[src/verilog/pocb_pkg.sv]
// Purpose: constants, types and register map of the preset and output command block
// Assumes: one 100 MHz clock, registers reached over a 16-bit register port
// Notes: 32-bit values span two registers, high word at the lower address
//
// Function
// code 41353 selects the regrease and rack-in timer preset command
// client writes parameter byte count 18 for the timer preset command
// client writes security type 1 for every command of this block
// password must equal the administrator or operator password, else refused
// regrease counter loads from parameter words one and two, 0 to 157766400
// an all-ones timer parameter leaves that timer unchanged
// rack-in counter loads from the third and fourth parameter words, 0 to 28944000
// code 42120 with byte count 13 acts on the light output
// code 42376 with byte count 13 acts on the load output
// light and load commands carry destination 8193 for the first io module
// bit 0 of parameter word one high byte sets output on or off
// bit 1 of that byte applies the state after a delay, else at once
// delay is 1 to 54000 seconds, split over two bytes, trailing byte zero
// with the delay bit clear the split delay field is ignored
// light state and pending delay are readable in light status registers
// load state and pending delay are readable in load status registers
// any mismatch rejects the command and leaves timers and outputs unchanged
package pocb_pkg;
   // command register addresses
   localparam logic [15:0] POCB_ADDR_CODE = 16'h1f3f;
   localparam logic [15:0] POCB_ADDR_COUNT = 16'h1f40;
   localparam logic [15:0] POCB_ADDR_DEST = 16'h1f41;
   localparam logic [15:0] POCB_ADDR_SECURITY = 16'h1f42;
   localparam logic [15:0] POCB_ADDR_PASS_HI = 16'h1f43;
   localparam logic [15:0] POCB_ADDR_PASS_LO = 16'h1f44;
   localparam logic [15:0] POCB_ADDR_PARAM_ONE = 16'h1f45;
   localparam logic [15:0] POCB_ADDR_PARAM_TWO = 16'h1f46;
   localparam logic [15:0] POCB_ADDR_RACK_HI = 16'h1f47;
   localparam logic [15:0] POCB_ADDR_RACK_LO = 16'h1f48;
   localparam int POCB_CMD_WORDS = 10;
   // status register addresses
   localparam logic [15:0] POCB_ADDR_RESULT = 16'h2100;
   localparam logic [15:0] POCB_ADDR_LIGHT_STATUS = 16'h2101;
   localparam logic [15:0] POCB_ADDR_LIGHT_REMAIN = 16'h2102;
   localparam logic [15:0] POCB_ADDR_LOAD_STATUS = 16'h2103;
   localparam logic [15:0] POCB_ADDR_LOAD_REMAIN = 16'h2104;
   localparam logic [15:0] POCB_ADDR_REGREASE_HI = 16'h2105;
   localparam logic [15:0] POCB_ADDR_REGREASE_LO = 16'h2106;
   localparam logic [15:0] POCB_ADDR_RACKTIME_HI = 16'h2107;
   localparam logic [15:0] POCB_ADDR_RACKTIME_LO = 16'h2108;
   // command values
   localparam logic [15:0] POCB_CODE_PRESET = 16'ha189;
   localparam logic [15:0] POCB_CODE_LIGHT = 16'ha488;
   localparam logic [15:0] POCB_CODE_LOAD = 16'ha588;
   localparam logic [15:0] POCB_COUNT_PRESET = 16'h0012;
   localparam logic [15:0] POCB_COUNT_OUTPUT = 16'h000d;
   localparam logic [15:0] POCB_SECURITY_TYPE = 16'h0001;
   localparam logic [15:0] POCB_DEST_IO_ONE = 16'h2001;
   localparam logic [31:0] POCB_NO_PRESET = 32'hffff_ffff;
   localparam logic [31:0] POCB_REGREASE_MAX = 32'h0967_5300;
   localparam logic [31:0] POCB_RACK_MAX = 32'h01b9_a680;
   localparam logic [15:0] POCB_DELAY_MIN = 16'h0001;
   localparam logic [15:0] POCB_DELAY_MAX = 16'hd2f0;
   localparam logic [7:0] POCB_UNUSED_BYTE = 8'h00;
   // bit positions inside parameter word one
   localparam int POCB_BIT_STATE = 8;
   localparam int POCB_BIT_DELAY = 9;
   // status register fields
   localparam int POCB_STAT_ON = 0;
   localparam int POCB_STAT_PENDING = 1;
   localparam int POCB_STAT_TARGET = 2;
   // timing
   localparam int POCB_SECOND_NS = 1_000_000_000;
   localparam int POCB_CLK_PERIOD_NS = 10;
   localparam int POCB_CYCLES_PER_SECOND = POCB_SECOND_NS / POCB_CLK_PERIOD_NS;
   localparam int POCB_PRESCALE_W = 27;

   typedef enum logic [1:0] {
      POCB_RES_NONE,
      POCB_RES_DONE,
      POCB_RES_REJECTED
   } pocb_result_t;

   typedef struct packed {
      logic [15:0] code;
      logic [15:0] count;
      logic [15:0] dest;
      logic [15:0] security;
      logic [31:0] password;
      logic [15:0] param_one;
      logic [15:0] param_two;
      logic [31:0] rack;
   } pocb_cmd_t;

   typedef struct packed {
      logic on;
      logic pending;
      logic target;
      logic [15:0] remaining;
   } pocb_out_status_t;
endpackage

[src/verilog/pocb_out_timer.sv]
// Purpose: one switched output with an optional delay counted in seconds
// Assumes: sec_tick is a one-cycle pulse once per second
// Notes: a new start replaces any delay still pending
`timescale 1ns/1ps
module pocb_out_timer
   import pocb_pkg::*;
(
   // clock and reset
   input wire logic clk,
   input wire logic reset_n,
   // request
   input wire logic start,
   input wire logic target_state,
   input wire logic use_delay,
   input wire logic [15:0] delay_s,
   input wire logic sec_tick,
   // state
   output pocb_out_status_t status
);
   wire logic last_second = status.pending && sec_tick && (status.remaining == POCB_DELAY_MIN);

   always_ff @(posedge clk) begin
      if (!reset_n) begin
         status <= '0;
      end else if (start && use_delay) begin
         status.pending <= 1'b1;
         status.target <= target_state;
         status.remaining <= delay_s;
      end else if (start) begin
         status.on <= target_state;
         status.pending <= 1'b0;
         status.remaining <= '0;
      end else if (last_second) begin
         status.on <= status.target;
         status.pending <= 1'b0;
         status.remaining <= '0;
      end else if (status.pending && sec_tick) begin
         status.remaining <= status.remaining - POCB_DELAY_MIN;
      end
   end
endmodule

[src/verilog/pocb_command_block.sv]
// Purpose: command register interpreter for timer preset, light and load commands
// Assumes: register port and trigger come from logic on the same clock
// Notes: a command runs when block_done pulses after the client wrote the block
`timescale 1ns/1ps
module pocb_command_block
   import pocb_pkg::*;
#(
   parameter int CYCLES_PER_SECOND = POCB_CYCLES_PER_SECOND
)
(
   // clock and reset
   input wire logic clk,
   input wire logic reset_n,
   // register port
   input wire logic reg_wr,
   input wire logic reg_rd,
   input wire logic [15:0] reg_addr,
   input wire logic [15:0] reg_wdata,
   output logic [15:0] reg_rdata,
   input wire logic block_done,
   // credentials
   input wire logic [31:0] admin_password,
   input wire logic [31:0] operator_password,
   // breaker state pin
   input wire logic breaker_closed,
   // results
   output logic cmd_done,
   output pocb_result_t cmd_result,
   output logic light_on,
   output logic load_on,
   output logic [31:0] regrease_time,
   output logic [31:0] rack_in_time
);
   localparam logic [POCB_PRESCALE_W-1:0] PRESCALE_LAST =
      POCB_PRESCALE_W'(CYCLES_PER_SECOND - 1);

   logic [15:0] cmd_words [POCB_CMD_WORDS];
   logic [POCB_PRESCALE_W-1:0] prescale;
   logic sec_tick;
   logic [2:0] closed_sync;
   logic closed;
   pocb_out_status_t light_st;
   pocb_out_status_t load_st;

   // register write decode
   wire logic cmd_hit = reg_wr && (reg_addr >= POCB_ADDR_CODE) &&
      (reg_addr <= POCB_ADDR_RACK_LO);
   wire logic [15:0] cmd_offset = reg_addr - POCB_ADDR_CODE;
   wire logic [3:0] cmd_index = cmd_offset[3:0];

   // command block as one struct, high word first
   pocb_cmd_t cmd;
   assign cmd.code = cmd_words[0];
   assign cmd.count = cmd_words[1];
   assign cmd.dest = cmd_words[2];
   assign cmd.security = cmd_words[3];
   assign cmd.password = {cmd_words[4], cmd_words[5]};
   assign cmd.param_one = cmd_words[6];
   assign cmd.param_two = cmd_words[7];
   assign cmd.rack = {cmd_words[8], cmd_words[9]};

   // common checks
   wire logic pass_ok = (cmd.password == admin_password) ||
                        (cmd.password == operator_password);
   wire logic security_ok = (cmd.security == POCB_SECURITY_TYPE);
   wire logic common_ok = pass_ok && security_ok;

   // timer preset checks
   wire logic is_preset = (cmd.code == POCB_CODE_PRESET) &&
                          (cmd.count == POCB_COUNT_PRESET);
   wire logic [31:0] regrease_val = {cmd.param_one, cmd.param_two};
   wire logic regrease_keep = (regrease_val == POCB_NO_PRESET);
   wire logic regrease_ok = regrease_keep || (regrease_val <= POCB_REGREASE_MAX);
   wire logic rack_keep = (cmd.rack == POCB_NO_PRESET);
   wire logic rack_ok = rack_keep || (cmd.rack <= POCB_RACK_MAX);
   wire logic accept_preset = is_preset && common_ok && regrease_ok && rack_ok;

   // output command checks
   wire logic dest_ok = (cmd.dest == POCB_DEST_IO_ONE);
   wire logic output_count_ok = (cmd.count == POCB_COUNT_OUTPUT);
   wire logic is_light = (cmd.code == POCB_CODE_LIGHT) && output_count_ok;
   wire logic is_load = (cmd.code == POCB_CODE_LOAD) && output_count_ok;
   wire logic req_state = cmd.param_one[POCB_BIT_STATE];
   wire logic req_delay = cmd.param_one[POCB_BIT_DELAY];
   wire logic [15:0] delay_s = {cmd.param_one[7:0], cmd.param_two[15:8]};
   wire logic delay_ok = !req_delay ||
                         ((delay_s >= POCB_DELAY_MIN) && (delay_s <= POCB_DELAY_MAX) &&
                          (cmd.param_two[7:0] == POCB_UNUSED_BYTE));
   wire logic output_ok = common_ok && dest_ok && delay_ok;
   wire logic accept_light = is_light && output_ok;
   wire logic accept_load = is_load && output_ok;
   wire logic accept_any = accept_preset || accept_light || accept_load;

   // execution strobes
   // a half-written block runs as it stands
   wire logic go = block_done;
   wire logic load_regrease = go && accept_preset && !regrease_keep;
   wire logic load_rack = go && accept_preset && !rack_keep;
   wire logic start_light = go && accept_light;
   wire logic start_load = go && accept_load;
   // ticks run free, so a delay may end up to one second early
   wire logic tick_last = (prescale == PRESCALE_LAST);
   // counters stop one short of all ones so they never read as the no-preset value
   wire logic regrease_run = sec_tick && closed &&
      (regrease_time != POCB_NO_PRESET - 32'h1);
   wire logic rack_run = sec_tick && (rack_in_time != POCB_NO_PRESET - 32'h1);
   wire pocb_result_t next_result = accept_any ? POCB_RES_DONE : POCB_RES_REJECTED;

   // status read decode, write-only command registers read as zero
   wire logic [15:0] light_word = {13'h0000, light_st.target, light_st.pending, light_st.on};
   wire logic [15:0] load_word = {13'h0000, load_st.target, load_st.pending, load_st.on};
   wire logic [15:0] read_value =
      (reg_addr == POCB_ADDR_RESULT) ? {14'h0000, cmd_result} :
      (reg_addr == POCB_ADDR_LIGHT_STATUS) ? light_word :
      (reg_addr == POCB_ADDR_LIGHT_REMAIN) ? light_st.remaining :
      (reg_addr == POCB_ADDR_LOAD_STATUS) ? load_word :
      (reg_addr == POCB_ADDR_LOAD_REMAIN) ? load_st.remaining :
      (reg_addr == POCB_ADDR_REGREASE_HI) ? regrease_time[31:16] :
      (reg_addr == POCB_ADDR_REGREASE_LO) ? regrease_time[15:0] :
      (reg_addr == POCB_ADDR_RACKTIME_HI) ? rack_in_time[31:16] :
      (reg_addr == POCB_ADDR_RACKTIME_LO) ? rack_in_time[15:0] :
      16'h0000;

   // command registers
   always_ff @(posedge clk) begin
      if (!reset_n) begin
         for (int i = 0; i < POCB_CMD_WORDS; i++) begin
            cmd_words[i] <= 16'h0000;
         end
      end else if (cmd_hit) begin
         cmd_words[cmd_index] <= reg_wdata;
      end
   end

   always_ff @(posedge clk) begin
      if (!reset_n) begin
         reg_rdata <= 16'h0000;
      end else if (reg_rd) begin
         reg_rdata <= read_value;
      end
   end

   // one-second prescaler
   always_ff @(posedge clk) begin
      if (!reset_n) begin
         prescale <= '0;
         sec_tick <= 1'b0;
      end else begin
         prescale <= tick_last ? '0 : prescale + POCB_PRESCALE_W'(1);
         sec_tick <= tick_last;
      end
   end

   // breaker pin: three stages, a change counts once stages two and three agree
   always_ff @(posedge clk) begin
      if (!reset_n) begin
         closed_sync <= 3'h0;
         closed <= 1'b0;
      end else begin
         closed_sync <= {closed_sync[1:0], breaker_closed};
         if (closed_sync[1] == closed_sync[2]) begin
            closed <= closed_sync[2];
         end
      end
   end

   // maintenance timers; a preset wins over the second tick of the same cycle
   always_ff @(posedge clk) begin
      if (!reset_n) begin
         regrease_time <= 32'h0000_0000;
      end else if (load_regrease) begin
         regrease_time <= regrease_val;
      end else if (regrease_run) begin
         regrease_time <= regrease_time + 32'h1;
      end
   end

   always_ff @(posedge clk) begin
      if (!reset_n) begin
         rack_in_time <= 32'h0000_0000;
      end else if (load_rack) begin
         rack_in_time <= cmd.rack;
      end else if (rack_run) begin
         rack_in_time <= rack_in_time + 32'h1;
      end
   end

   // command outcome
   always_ff @(posedge clk) begin
      if (!reset_n) begin
         cmd_done <= 1'b0;
         cmd_result <= POCB_RES_NONE;
      end else begin
         cmd_done <= go;
         if (go) begin
            cmd_result <= next_result;
         end
      end
   end

   pocb_out_timer u_light (
      .clk(clk),
      .reset_n(reset_n),
      .start(start_light),
      .target_state(req_state),
      .use_delay(req_delay),
      .delay_s(delay_s),
      .sec_tick(sec_tick),
      .status(light_st)
   );

   pocb_out_timer u_load (
      .clk(clk),
      .reset_n(reset_n),
      .start(start_load),
      .target_state(req_state),
      .use_delay(req_delay),
      .delay_s(delay_s),
      .sec_tick(sec_tick),
      .status(load_st)
   );

   assign light_on = light_st.on;
   assign load_on = load_st.on;
endmodule

[config.mk]
export PLATFORM = sky130hd
export DESIGN_NAME = pocb_command_block
export DESIGN_NICKNAME = d
export VERILOG_FILES = /design/src/verilog/pocb_pkg.sv /design/src/verilog/pocb_out_timer.sv /design/src/verilog/pocb_command_block.sv
export SDC_FILE = /design/constraint.sdc
export NUM_CORES = 1
export LEC_CHECK = 0
export ABC_AREA = 1
export BUFFER_PORTS_ARGS = -buffer_cell sky130_fd_sc_hd__buf_2
export CORE_MARGIN = 2
export CORE_UTILIZATION = 30
export CTS_BUF_LIST = sky130_fd_sc_hd__clkbuf_4 sky130_fd_sc_hd__clkbuf_8
export DETAILED_ROUTE_END_ITERATION = 7
export PLACE_DENSITY = 0.46
export SYNTH_ARGS = -nofsm -noshare
export SYNTH_HDL_FRONTEND = slang
export SYNTH_SLANG_ARGS = --single-unit
[constraint.sdc]
create_clock -name clk -period 2.7 [get_ports clk]
set_clock_uncertainty 0.1 [all_clocks]
set_input_delay 0.135 -clock clk [delete_from_list [all_inputs] [get_ports clk]]
set_output_delay 0.135 -clock clk [all_outputs]
set_load 0.01 [all_outputs]
# Word level (Yosys, flattened, before mapping)
# Memories as Yosys holds them, arrays and structs flattened.
# Cells that the tools add are included.
[word_totals] reg_bits=153 ramBits=160 in_bits=102 out_inout_bits=85 word_cells=145 mem_count=1
[memory_table] name="cmd_words" depth=10 width=16 read_ports=10 rd_clocked_by_memory_dff=0 wr=10 line="pocb_command_block.sv:37" source="logic [15:0] cmd_words [POCB_CMD_WORDS];"
[op_classes] addsub=6 order_cmp=6 eq_ne=26 n_mux=35 bitwise=3 reduce_logical=51
[ops] op="$mux W16" count=18
[ops] op="$eq A16 B14 Y1 const B" count=10
[ops] op="$mux W32" count=4
[ops] op="$add A32 B1 Y32 const B" count=2
[ops] op="$eq A32 B32 Y1" count=2
[ops] op="$eq A32 B32 Y1 const B" count=2
[ops] op="$ne A32 B32 Y1 const B" count=2
[ops] op="$eq A16 B1 Y1 const B" count=3
[ops] op="$eq A16 B16 Y1 const B" count=3
[ops] op="$le A32 B25 Y1 const B" count=1
[ops] op="$le A32 B28 Y1 const B" count=1
[ops] op="$sub A16 B1 Y16 const B" count=2
[ops] op="$logic_and A1 B1 Y1" count=29
[ops] op="$add A27 B1 Y27 const B" count=1
[ops] op="$eq A27 B27 Y1 const B" count=1
[ops] op="$eq A16 B4 Y1 const B" count=1
[ops] op="$eq A16 B5 Y1 const B" count=1
[ops] op="$ge A16 B1 Y1 const B" count=1
[ops] op="$ge A16 B13 Y1 const B" count=1
[ops] op="$le A16 B13 Y1 const B" count=1
[ops] op="$le A16 B16 Y1 const B" count=1
[ops] op="$reduce_or A16 Y1" count=1
[ops] op="$mux W2" count=5
[ops] op="$logic_not A8 Y1" count=1
[ops] op="other kinds (12)" count=33

# Logic depth before layout (Yosys ltp)
# Gate-level depths: netlist (run 1).
# An unclocked memory read counts as a cell.
[depth] word_depth=11 mapped_depth=18 mapped_depth_nobuf=18

# Modules after synthesis
# From an unflattened synthesis (run 1), not the netlist that was laid out.
[hier_totals] hier_cells=2650 hier_area_um2=18841.8
[modules_own_cells] module="pocb_command_block" instances=1 cells_per_inst=2204 area_each_um2=16099.2 seq_area_each_um2=7106.8
[modules_own_cells] module="pocb_out_timer" instances=2 cells_per_inst=223 area_each_um2=1371.3 seq_area_each_um2=380.4

# Worst setup path after synthesis (run 1)
# Ideal clock, no wire load.
[synth_path] path_type="input to register" start="input port reg_addr[0]" end="memory cmd_words[4][0] (enable)" setup_ns=0.372 arrival_ns=2.180 required_time_ns=2.228 path_slack_ns=0.048 stages=12 path_buffers=1 path_cell_list="ha_1 nand2_1 inv_2 a41oi_1 nor4_2 o21ai_1 nor2_4 nand2_1 nor3_4 nand2_2 buf_2 nand2_1"
[synth_rtl] element="start, declared" line="pocb_command_block.sv:17" source="input wire logic [15:0] reg_addr,"
[synth_rtl] element="end, declared" line="pocb_command_block.sv:37"

==> results of run 1 <==
==> flip-flops by register name, indices dropped and copies added (netlist names), 2 cells and up <==
name,cells
closed_sync,3
cmd_result,2
cmd_words,160
prescale,27
rack_in_time,32
reg_rdata,16
regrease_time,32
u_light.status,19
u_load.status,19
==> power breakdown <==
part | leakage [nW] | total, W | internal [W] | switching [W]
sequential | 2.75 | 0.00522 | 0.00512 | 0.0000956
clock | 0.724 | 0.00529 | 0.00302 | 0.00227
combinational | 6.79 | 0.000674 | 0.000288 | 0.000387
total | 10.3 | 0.0112 | 0.00843 | 0.00276
==> path summary, 6_finish.rpt <==
kind                                      start                              to  slack, ns
setup / recovery  cmd_words[1][0]$_SDFFCE_PN0P_  regrease_time[25]$_SDFFE_PN0P_       0.05
hold / removal                           reg_rd       reg_rdata[1]$_SDFFE_PN0P_       0.18
setup reg to reg  cmd_words[1][0]$_SDFFCE_PN0P_  regrease_time[25]$_SDFFE_PN0P_       0.05
hold reg to reg          prescale[0]$_SDFF_PP0_          prescale[0]$_SDFF_PP0_       0.35
==> tightest hold or removal path, stage by stage <==
cell	delay [ns]
dlygate4sd3_1	0.52
buf_2	0.13
nand3_1	0.07
a21oi_1	0.05
==> stage by stage <==
stage	hold slack, ns	instances
floorplan	0.133	2511
global placement	0.228	3586
detailed placement	0.233	3586
CTS	0.143	3720
global route	0.199	3733
finish	0.184	3734
==> cell usage after synthesis, types with 2 or more instances <==
| cell | count |
|---|---|
| a21oi_1 | 122 |
| buf_1 | 3 |
| buf_2 | 23 |
| clkbuf_1 | 65 |
| clkinv_1 | 3 |
| dfxtp_1 | 153 |
| edfxtp_1 | 160 |
| ha_1 | 13 |
| inv_1 | 315 |
| inv_2 | 2 |
| nand2_1 | 503 |
| nand2_2 | 4 |
| nand3_1 | 222 |
| nand3_2 | 2 |
| nand3b_1 | 10 |
| nand4_1 | 139 |
| nor2_1 | 346 |
| nor2_2 | 6 |
| nor2_4 | 2 |
| nor3_1 | 63 |
| nor3_2 | 7 |
| nor3b_1 | 4 |
| nor4_1 | 34 |
| nor4_2 | 3 |
| o211ai_1 | 15 |
| o21a_1 | 2 |
| o21ai_0 | 114 |
| o21ai_1 | 3 |
| o221ai_1 | 3 |
| o22ai_1 | 4 |
| o31ai_1 | 2 |
| or2_2 | 9 |
| xnor2_1 | 71 |
| xor2_1 | 75 |
==> cell type report <==
| type | count | area [um^2] |
|---|---|---|
| Fill cell | 6227 | 36600 |
| Multi-Input combinational cell | 1787 | 9180 |
| Sequential cell | 313 | 7870 |
| Timing Repair Buffer | 418 | 3260 |
| Inverter | 320 | 1200 |
| Clock buffer | 100 | 1200 |
| Tap cell | 782 | 978 |
| Clock inverter | 12 | 146 |
| Antenna cell | 2 | 5.00 |
==> per-layer routing <==
metal | global-route usage | routed length, um | up-vias
met5 | 0 | 16 | -
met4 | 0.0716 | 2190 | 2
met3 | 0.0285 | 4140 | 134
met2 | 0.351 | 32100 | 620
met1 | 0.296 | 31600 | 8750
li1 | - | - | 9142
==> kinds of logic (layout without fill, tap and decap cells) <==
| family | after synthesis | count (layout) | share of synthesized area |
|---|---|---|---|
| buffers and inverters | 411 | 850 | 0.0854 |
| xor gates and xnor gates | 146 | 146 | 0.0695 |
| adders and majority gates | 13 | 13 | 0.00883 |
| DFF | 313 | 313 | 0.427 |
| other | 0 | 2 | 0 |
| and+or+nand+nor | 1359 | 1359 | 0.332 |
| AOI/OAI and AO/OA | 269 | 269 | 0.0771 |
==> what timing repair did <==
item                                    in CTS  in global routing
pin swaps                                    0                 26
resized for setup                            5                 67
gates cloned                                 0                  6
buffers inserted                             0                  6
endpoints found under the setup margin      43                178
hold endpoints to repair                   206                  0
hold buffers                                22                  0
==> metrics.txt, run 1 <==
# TYPE chip_impl_metric gauge
chip_impl_metric{name="pin_count",unit=""} 187
chip_impl_metric{name="power.static_leakage",unit="nW"} 10.3
chip_impl_metric{name="synth_fp_nets",unit=""} 2626
chip_impl_metric{name="floorplan.die_area",unit="um^2"} 63400
chip_impl_metric{name="viasPerCell",unit=""} 4.99
chip_impl_info{name="synthDominantAreaCellType",value="edfxtp_1"} 1
chip_impl_info{name="status",value="completed"} 1
chip_impl_info{name="critical_path.startpoint_type",value="register"} 1
chip_impl_metric{name="cts.reportedPaths.clkPinSlew",unit="ns"} 0.06
chip_impl_metric{name="drc_errors",unit=""} 0
chip_impl_metric{name="worst_slack",unit="ns"} 0.0473
chip_impl_metric{name="drive_gt1_frac",unit=""} 0.199
chip_impl_info{name="mostFrequentLayoutCell",value="nand2_1"} 1
chip_impl_metric{name="tritoncts_num_sinks",unit=""} 313
chip_impl_metric{name="grt_antenna_before_repair",unit=""} 2
chip_impl_metric{name="number_of_enable_type_register_cells_in_the_synthesized_netlist",unit=""} 160
chip_impl_info{name="timing.hold.worst.class",value="primary input to register"} 1
chip_impl_info{name="synth_top_flop_cell",value="edfxtp_1"} 1
chip_impl_metric{name="dp_hpwl",unit="mm"} 50.8
chip_impl_metric{name="routed-via-count",unit=""} 18648
chip_impl_info{name="grt_setup_unrepaired",value="true"} 1
chip_impl_info{name="crit_family",value="simple AND/OR/NAND/NOR gates"} 1
chip_impl_metric{name="floorplan.rows",unit=""} 90
chip_impl_metric{name="crit_path_max_fanout",unit=""} 8
chip_impl_metric{name="layout_min_cycle_time",unit="ns"} 2.65
chip_impl_metric{name="dp_slack",unit="ns"} -0.0650
chip_impl_metric{name="synth.ff_latch_count",unit=""} 313
chip_impl_metric{name="finalHoldViolations",unit=""} 0
chip_impl_metric{name="critical_path.n_buffers_inverters",unit=""} 2
chip_impl_metric{name="min_path_cells",unit=""} 4
chip_impl_metric{name="clk-insertion-delay-late",unit="ns"} 0.72
chip_impl_metric{name="total_power",unit="W"} 0.0112
chip_impl_info{name="most_frequent_cells_in_the_layout",value="487 x nand2_1, 335 x nor2_1, 314 x inv_1"} 1
chip_impl_metric{name="slew_viol_final",unit=""} 0
chip_impl_info{name="path_class",value="register to register"} 1
chip_impl_metric{name="grt_max_degree",unit=""} 59
chip_impl_info{name="critical_path.cell_chain",value="nor2_1, nand3_1, nor4_1, nand2_1, nor2_4, nand3_4, nor3_4, buf_6, nand3_4, buf_12, nand2_2, nand2_1, nor2_1, nor2_1"} 1
chip_impl_metric{name="fp.dieW",unit="um"} 252
chip_impl_metric{name="synth.avg_cell_area",unit="um^2"} 7.33
chip_impl_metric{name="async_flop_share",unit=""} 0
chip_impl_metric{name="finish.net_count",unit=""} 3016
chip_impl_metric{name="data_arrival_time_of_the_critical_path",unit="ns"} 3.09
chip_impl_metric{name="post-synth-top-area-fraction",unit=""} 0.261
chip_impl_metric{name="placeableCoreArea",unit="um^2"} 60500
chip_impl_metric{name="totalWireLength",unit="mm"} 70.0
chip_impl_metric{name="firstDrtPassIters",unit=""} 7
chip_impl_metric{name="worst_slew_pin_slew",unit="ns"} 0.768
chip_impl_info{name="critical_path.slowest_cell",value="edfxtp_1"} 1
chip_impl_metric{name="layout-area-overhead-vs-synth",unit="%"} 29.5
chip_impl_metric{name="seq_area_frac_synth",unit=""} 0.427
chip_impl_metric{name="vdd_ir_drop_max",unit="mV"} 0.352
chip_impl_metric{name="clockBufferDepth",unit=""} 3
chip_impl_metric{name="drtIter0Drc",unit=""} 1463
chip_impl_metric{name="fmax",unit="MHz"} 377
chip_impl_info{name="tritoncts_clock_tree",value="yes"} 1
chip_impl_metric{name="detail-route-antenna-nets",unit=""} 0
chip_impl_metric{name="groute.usage.overall",unit=""} 0.216
chip_impl_metric{name="die_height",unit="um"} 252
chip_impl_metric{name="pwr_density_cell",unit="nW/um^2"} 469
chip_impl_metric{name="slowest_delay",unit="ns"} 0.41
chip_impl_metric{name="cp.depth",unit=""} 14
chip_impl_metric{name="period_share",unit=""} 0.982
chip_impl_metric{name="first_global_vias",unit=""} 17817
chip_impl_metric{name="required",unit="ns"} 3.14
chip_impl_info{name="critPathCaptureType",value="register"} 1
chip_impl_info{name="crit_top_cell",value="nor2_1"} 1
chip_impl_metric{name="design_area",unit="um^2"} 23800
chip_impl_metric{name="grt_pass1_wl",unit="mm"} 106
chip_impl_metric{name="synthesis.yosys.warnings",unit=""} 0
chip_impl_metric{name="finalSetupViolations",unit=""} 0
chip_impl_metric{name="rr_worst_depth",unit=""} 14
chip_impl_metric{name="setup_total_negative_slack",unit="ns"} 0
chip_impl_metric{name="tritoncts_buffers",unit=""} 61
chip_impl_metric{name="mapped_area",unit="um^2"} 18400
chip_impl_metric{name="htree_levels",unit=""} 2
chip_impl_metric{name="placed_cell_area",unit="um^2"} 21800
chip_impl_metric{name="timing.slew.headroom",unit=""} 0.488
chip_impl_metric{name="gp_congestion",unit=""} 0.915
chip_impl_info{name="root_driver",value="clkbuf_8"} 1
chip_impl_metric{name="synth.lib_cells_used.distinct",unit=""} 43
chip_impl_info{name="netlist_top_cells_area",value="edfxtp_1 26%, dfxtp_1 17%, nand2_1 10%, nor2_1 7.1%, inv_1 6.4%"} 1
chip_impl_metric{name="timing.max_cap.violations",unit=""} 0
chip_impl_metric{name="overflow",unit=""} 0
chip_impl_metric{name="start_util",unit=""} 0.304
chip_impl_metric{name="end_of_flow_core_utilization",unit=""} 0.394
chip_impl_metric{name="numPortBuffers",unit=""} 186
chip_impl_metric{name="routed_wire_length_per_instance",unit="um"} 18.8
chip_impl_metric{name="netlist_instances",unit=""} 2511
No activity file was read; power rests on OpenSTA's default activity.
==> inputs of run 2 (changes only) <==
--- a/config.mk
+++ b/config.mk
@@ -8,10 +8,10 @@
 export ABC_AREA = 1
 export BUFFER_PORTS_ARGS = -buffer_cell sky130_fd_sc_hd__buf_2
 export CORE_MARGIN = 2
-export CORE_UTILIZATION = 30
+export CORE_UTILIZATION = 55
 export CTS_BUF_LIST = sky130_fd_sc_hd__clkbuf_4 sky130_fd_sc_hd__clkbuf_8
 export DETAILED_ROUTE_END_ITERATION = 7
-export PLACE_DENSITY = 0.46
+export PLACE_DENSITY = 0.76
 export SYNTH_ARGS = -nofsm -noshare
 export SYNTH_HDL_FRONTEND = slang
 export SYNTH_SLANG_ARGS = --single-unit
==> constraint.sdc (replaced) <==
create_clock -name clk -period 2.7 [get_ports clk]
set_clock_uncertainty 0.1 [all_clocks]
set_input_delay 0.405 -clock clk [delete_from_list [all_inputs] [get_ports clk]]
set_output_delay 0.405 -clock clk [all_outputs]
set_load 0.01 [all_outputs]
==> run 2 against run 1 <==
First-iteration DRC count grew 48%. Fmax shrank 1.7%. Critical path depth grew 3. Combinational power shrank 11%. Global-route usage grew 12 points. Register-to-register slack lost 0.05 ns. Sequential share of layout area grew 2.5 points. Clock-buffer cell count shrank 27. Sequential power is essentially flat. Highest routed layer is now met4. Wire length shrank 15%.
==> metrics.txt, run 2 (same netlist as run 1, synthesis figures left out) <==
# TYPE chip_impl_metric gauge
chip_impl_metric{name="timing.max_cap.violations",unit=""} 0
chip_impl_metric{name="groute.usage.overall",unit=""} 0.333
chip_impl_info{name="most_frequent_cells_in_the_layout",value="492 x nand2_1, 339 x nor2_1, 315 x inv_1"} 1
chip_impl_metric{name="placeableCoreArea",unit="um^2"} 33300
chip_impl_metric{name="detail-route-antenna-nets",unit=""} 0
chip_impl_info{name="root_driver",value="clkbuf_8"} 1
chip_impl_info{name="max_flop_register",value="cmd_words"} 1
chip_impl_metric{name="slew_viol_final",unit=""} 0
chip_impl_metric{name="totalWireLength",unit="mm"} 59.9
chip_impl_metric{name="tritoncts_buffers",unit=""} 52
chip_impl_metric{name="drive_gt1_frac",unit=""} 0.173
chip_impl_metric{name="floorplan.die_area",unit="um^2"} 35000
chip_impl_metric{name="firstDrtPassIters",unit=""} 6
chip_impl_metric{name="grt_antenna_before_repair",unit=""} 0
chip_impl_metric{name="numPortBuffers",unit=""} 186
chip_impl_metric{name="htree_levels",unit=""} 2
chip_impl_metric{name="largest_register_ffs",unit=""} 160
chip_impl_metric{name="hold-worst-slack",unit="ns"} 0.162
chip_impl_metric{name="data_arrival_time_of_the_critical_path",unit="ns"} 3.17
chip_impl_metric{name="viasPerCell",unit=""} 5.79
chip_impl_metric{name="grt_pass1_wl",unit="mm"} 93.3
chip_impl_metric{name="overflow",unit=""} 0
chip_impl_metric{name="die_height",unit="um"} 187
chip_impl_metric{name="clockBufferDepth",unit=""} 3
chip_impl_metric{name="pin_count",unit=""} 187
chip_impl_metric{name="cts.reportedPaths.clkPinSlew",unit="ns"} 0.06
chip_impl_metric{name="finish.net_count",unit=""} 2929
chip_impl_metric{name="layout_min_cycle_time",unit="ns"} 2.70
chip_impl_metric{name="start_util",unit=""} 0.553
chip_impl_metric{name="dp_hpwl",unit="mm"} 42.9
chip_impl_info{name="path_class",value="register to register"} 1
chip_impl_info{name="critical_path.startpoint_type",value="register"} 1
chip_impl_metric{name="tritoncts_num_sinks",unit=""} 313
chip_impl_metric{name="finalNonFillerCells",unit=""} 3303
chip_impl_metric{name="crit_path_max_fanout",unit=""} 7
chip_impl_metric{name="drc_errors",unit=""} 0
chip_impl_metric{name="combined_area_of_the_multi_input_logic_cells",unit="um^2"} 9120
chip_impl_metric{name="finalSetupViolations",unit=""} 0
chip_impl_metric{name="required",unit="ns"} 3.17
chip_impl_info{name="timing.hold.worst.class",value="primary input to register"} 1
chip_impl_info{name="critPathCaptureType",value="register"} 1
chip_impl_metric{name="pwr_density_cell",unit="nW/um^2"} 464
chip_impl_metric{name="layout-area-overhead-vs-synth",unit="%"} 20.3
chip_impl_metric{name="fp.dieW",unit="um"} 187
chip_impl_metric{name="power.static_leakage",unit="nW"} 9.61
chip_impl_metric{name="antennaDiodeCount",unit=""} 0
chip_impl_metric{name="finalHoldViolations",unit=""} 0
chip_impl_metric{name="fmax",unit="MHz"} 371
chip_impl_metric{name="gp_congestion",unit=""} 1.05
chip_impl_metric{name="min_path_cells",unit=""} 4
chip_impl_metric{name="post-place-cells",unit=""} 3192
chip_impl_info{name="mostFrequentLayoutCell",value="nand2_1"} 1
chip_impl_metric{name="drtIter0Drc",unit=""} 2166
chip_impl_metric{name="fill_cells",unit=""} 2849
chip_impl_info{name="status",value="completed"} 1
chip_impl_metric{name="rr_worst_depth",unit=""} 17
chip_impl_metric{name="floorplan.rows",unit=""} 67
chip_impl_metric{name="grt_max_degree",unit=""} 78
chip_impl_info{name="biggestRegsByFlops",value="cmd_words x160, rack_in_time x32, regrease_time x32"} 1
chip_impl_metric{name="routed_wire_length_per_instance",unit="um"} 18.1
chip_impl_metric{name="routed-via-count",unit=""} 19108
chip_impl_metric{name="end_of_flow_core_utilization",unit=""} 0.665
chip_impl_info{name="tritoncts_clock_tree",value="yes"} 1
chip_impl_metric{name="timing.slew.headroom",unit=""} 0.482
chip_impl_metric{name="worst_slew_pin_slew",unit="ns"} 0.774
chip_impl_metric{name="register_area",unit="um^2"} 7870
chip_impl_metric{name="setup_total_negative_slack",unit="ns"} 0
chip_impl_metric{name="total_power",unit="W"} 0.0103
chip_impl_metric{name="vdd_ir_drop_max",unit="mV"} 0.342
chip_impl_metric{name="period_share",unit=""} 0.999
chip_impl_metric{name="clk-insertion-delay-late",unit="ns"} 0.62
chip_impl_metric{name="first_global_vias",unit=""} 17665
[run 2: report_power, final]
group	leakage [nW]	internal [W]	switching (W)	total (W)
Clock	0.585	0.00247	0.00197	0.00444
Sequential	2.75	0.00512	0.000107	0.00523
Combinational	6.28	0.000235	0.000367	0.000603
Total	9.61	0.00783	0.00244	0.0103
[run 2: final timing paths]
path	start	endpoint	slack, ns
worst max-delay path	cmd_words[5][2]$_SDFFCE_PN0P_	rack_in_time[7]$_SDFFE_PN0P_	0.002
worst min-delay path	reg_wdata[13]	cmd_words[9][13]$_DFFE_PP_	0.16
worst max register to register	cmd_words[5][2]$_SDFFCE_PN0P_	rack_in_time[7]$_SDFFE_PN0P_	0.002
worst min register to register	closed_sync[1]$_SDFF_PN0_	closed_sync[2]$_SDFF_PN0_	0.34
[run 2: critical path, cell delays in order (launching register included)]
cell and delay, ns:
edfxtp_1 0.45, buf_4 0.17, xnor2_1 0.13, nand2_1 0.07
nor2_1 0.12, nand2_1 0.08, nor2_2 0.13, nand2_1 0.11
nand2_4 0.12, nand3_4 0.09, nor3_4 0.34, buf_6 0.15
clkbuf_16 0.14, buf_4 0.11, nand4_1 0.12, nand3_1 0.14
nand2_1 0.05, inv_1 0.06
[run 2: routing by layer]
layer / global-route usage / vias to the layer above / wire length [um]
li1: - / 8949 / -
met1: 0.441 / 8780 / 23400
met2: 0.536 / 1164 / 27300
met3: 0.0508 / 215 / 6190
met4: 0.161 / 0 / 2990
met5: 0 / - / 0
[run 2: timing repair]
item                                    in CTS  in global routing
endpoints found under the setup margin       2                 90
gates resized for setup                      2                 29
endpoints found under the hold margin        2                  0
pin swaps                                    0                 10
hold buffers                                 2                  0
setup buffers                                0                 12
cloned                                       0                  2
[run 2: stage by stage]
stage / area (um^2) / setup WS (ns)
5_1_grt: 22100 / -0.0742
4_1_cts: 21900 / 0.0355
2_1_floorplan: 18400 / -0.0479
3_3_place_gp: 20800 / -0.0803
3_5_place_dp: 20800 / -0.120
6_report: 22100 / 0.00151
[run 2: layout make-up]
class,count,area share
clock buffer,73,0.0411
sequential,313,0.355
tap,448,0.0253
timing repair buffer,340,0.104
multi-input combinational,1787,0.412
clock inverter,22,0.00836
inverter,320,0.0543
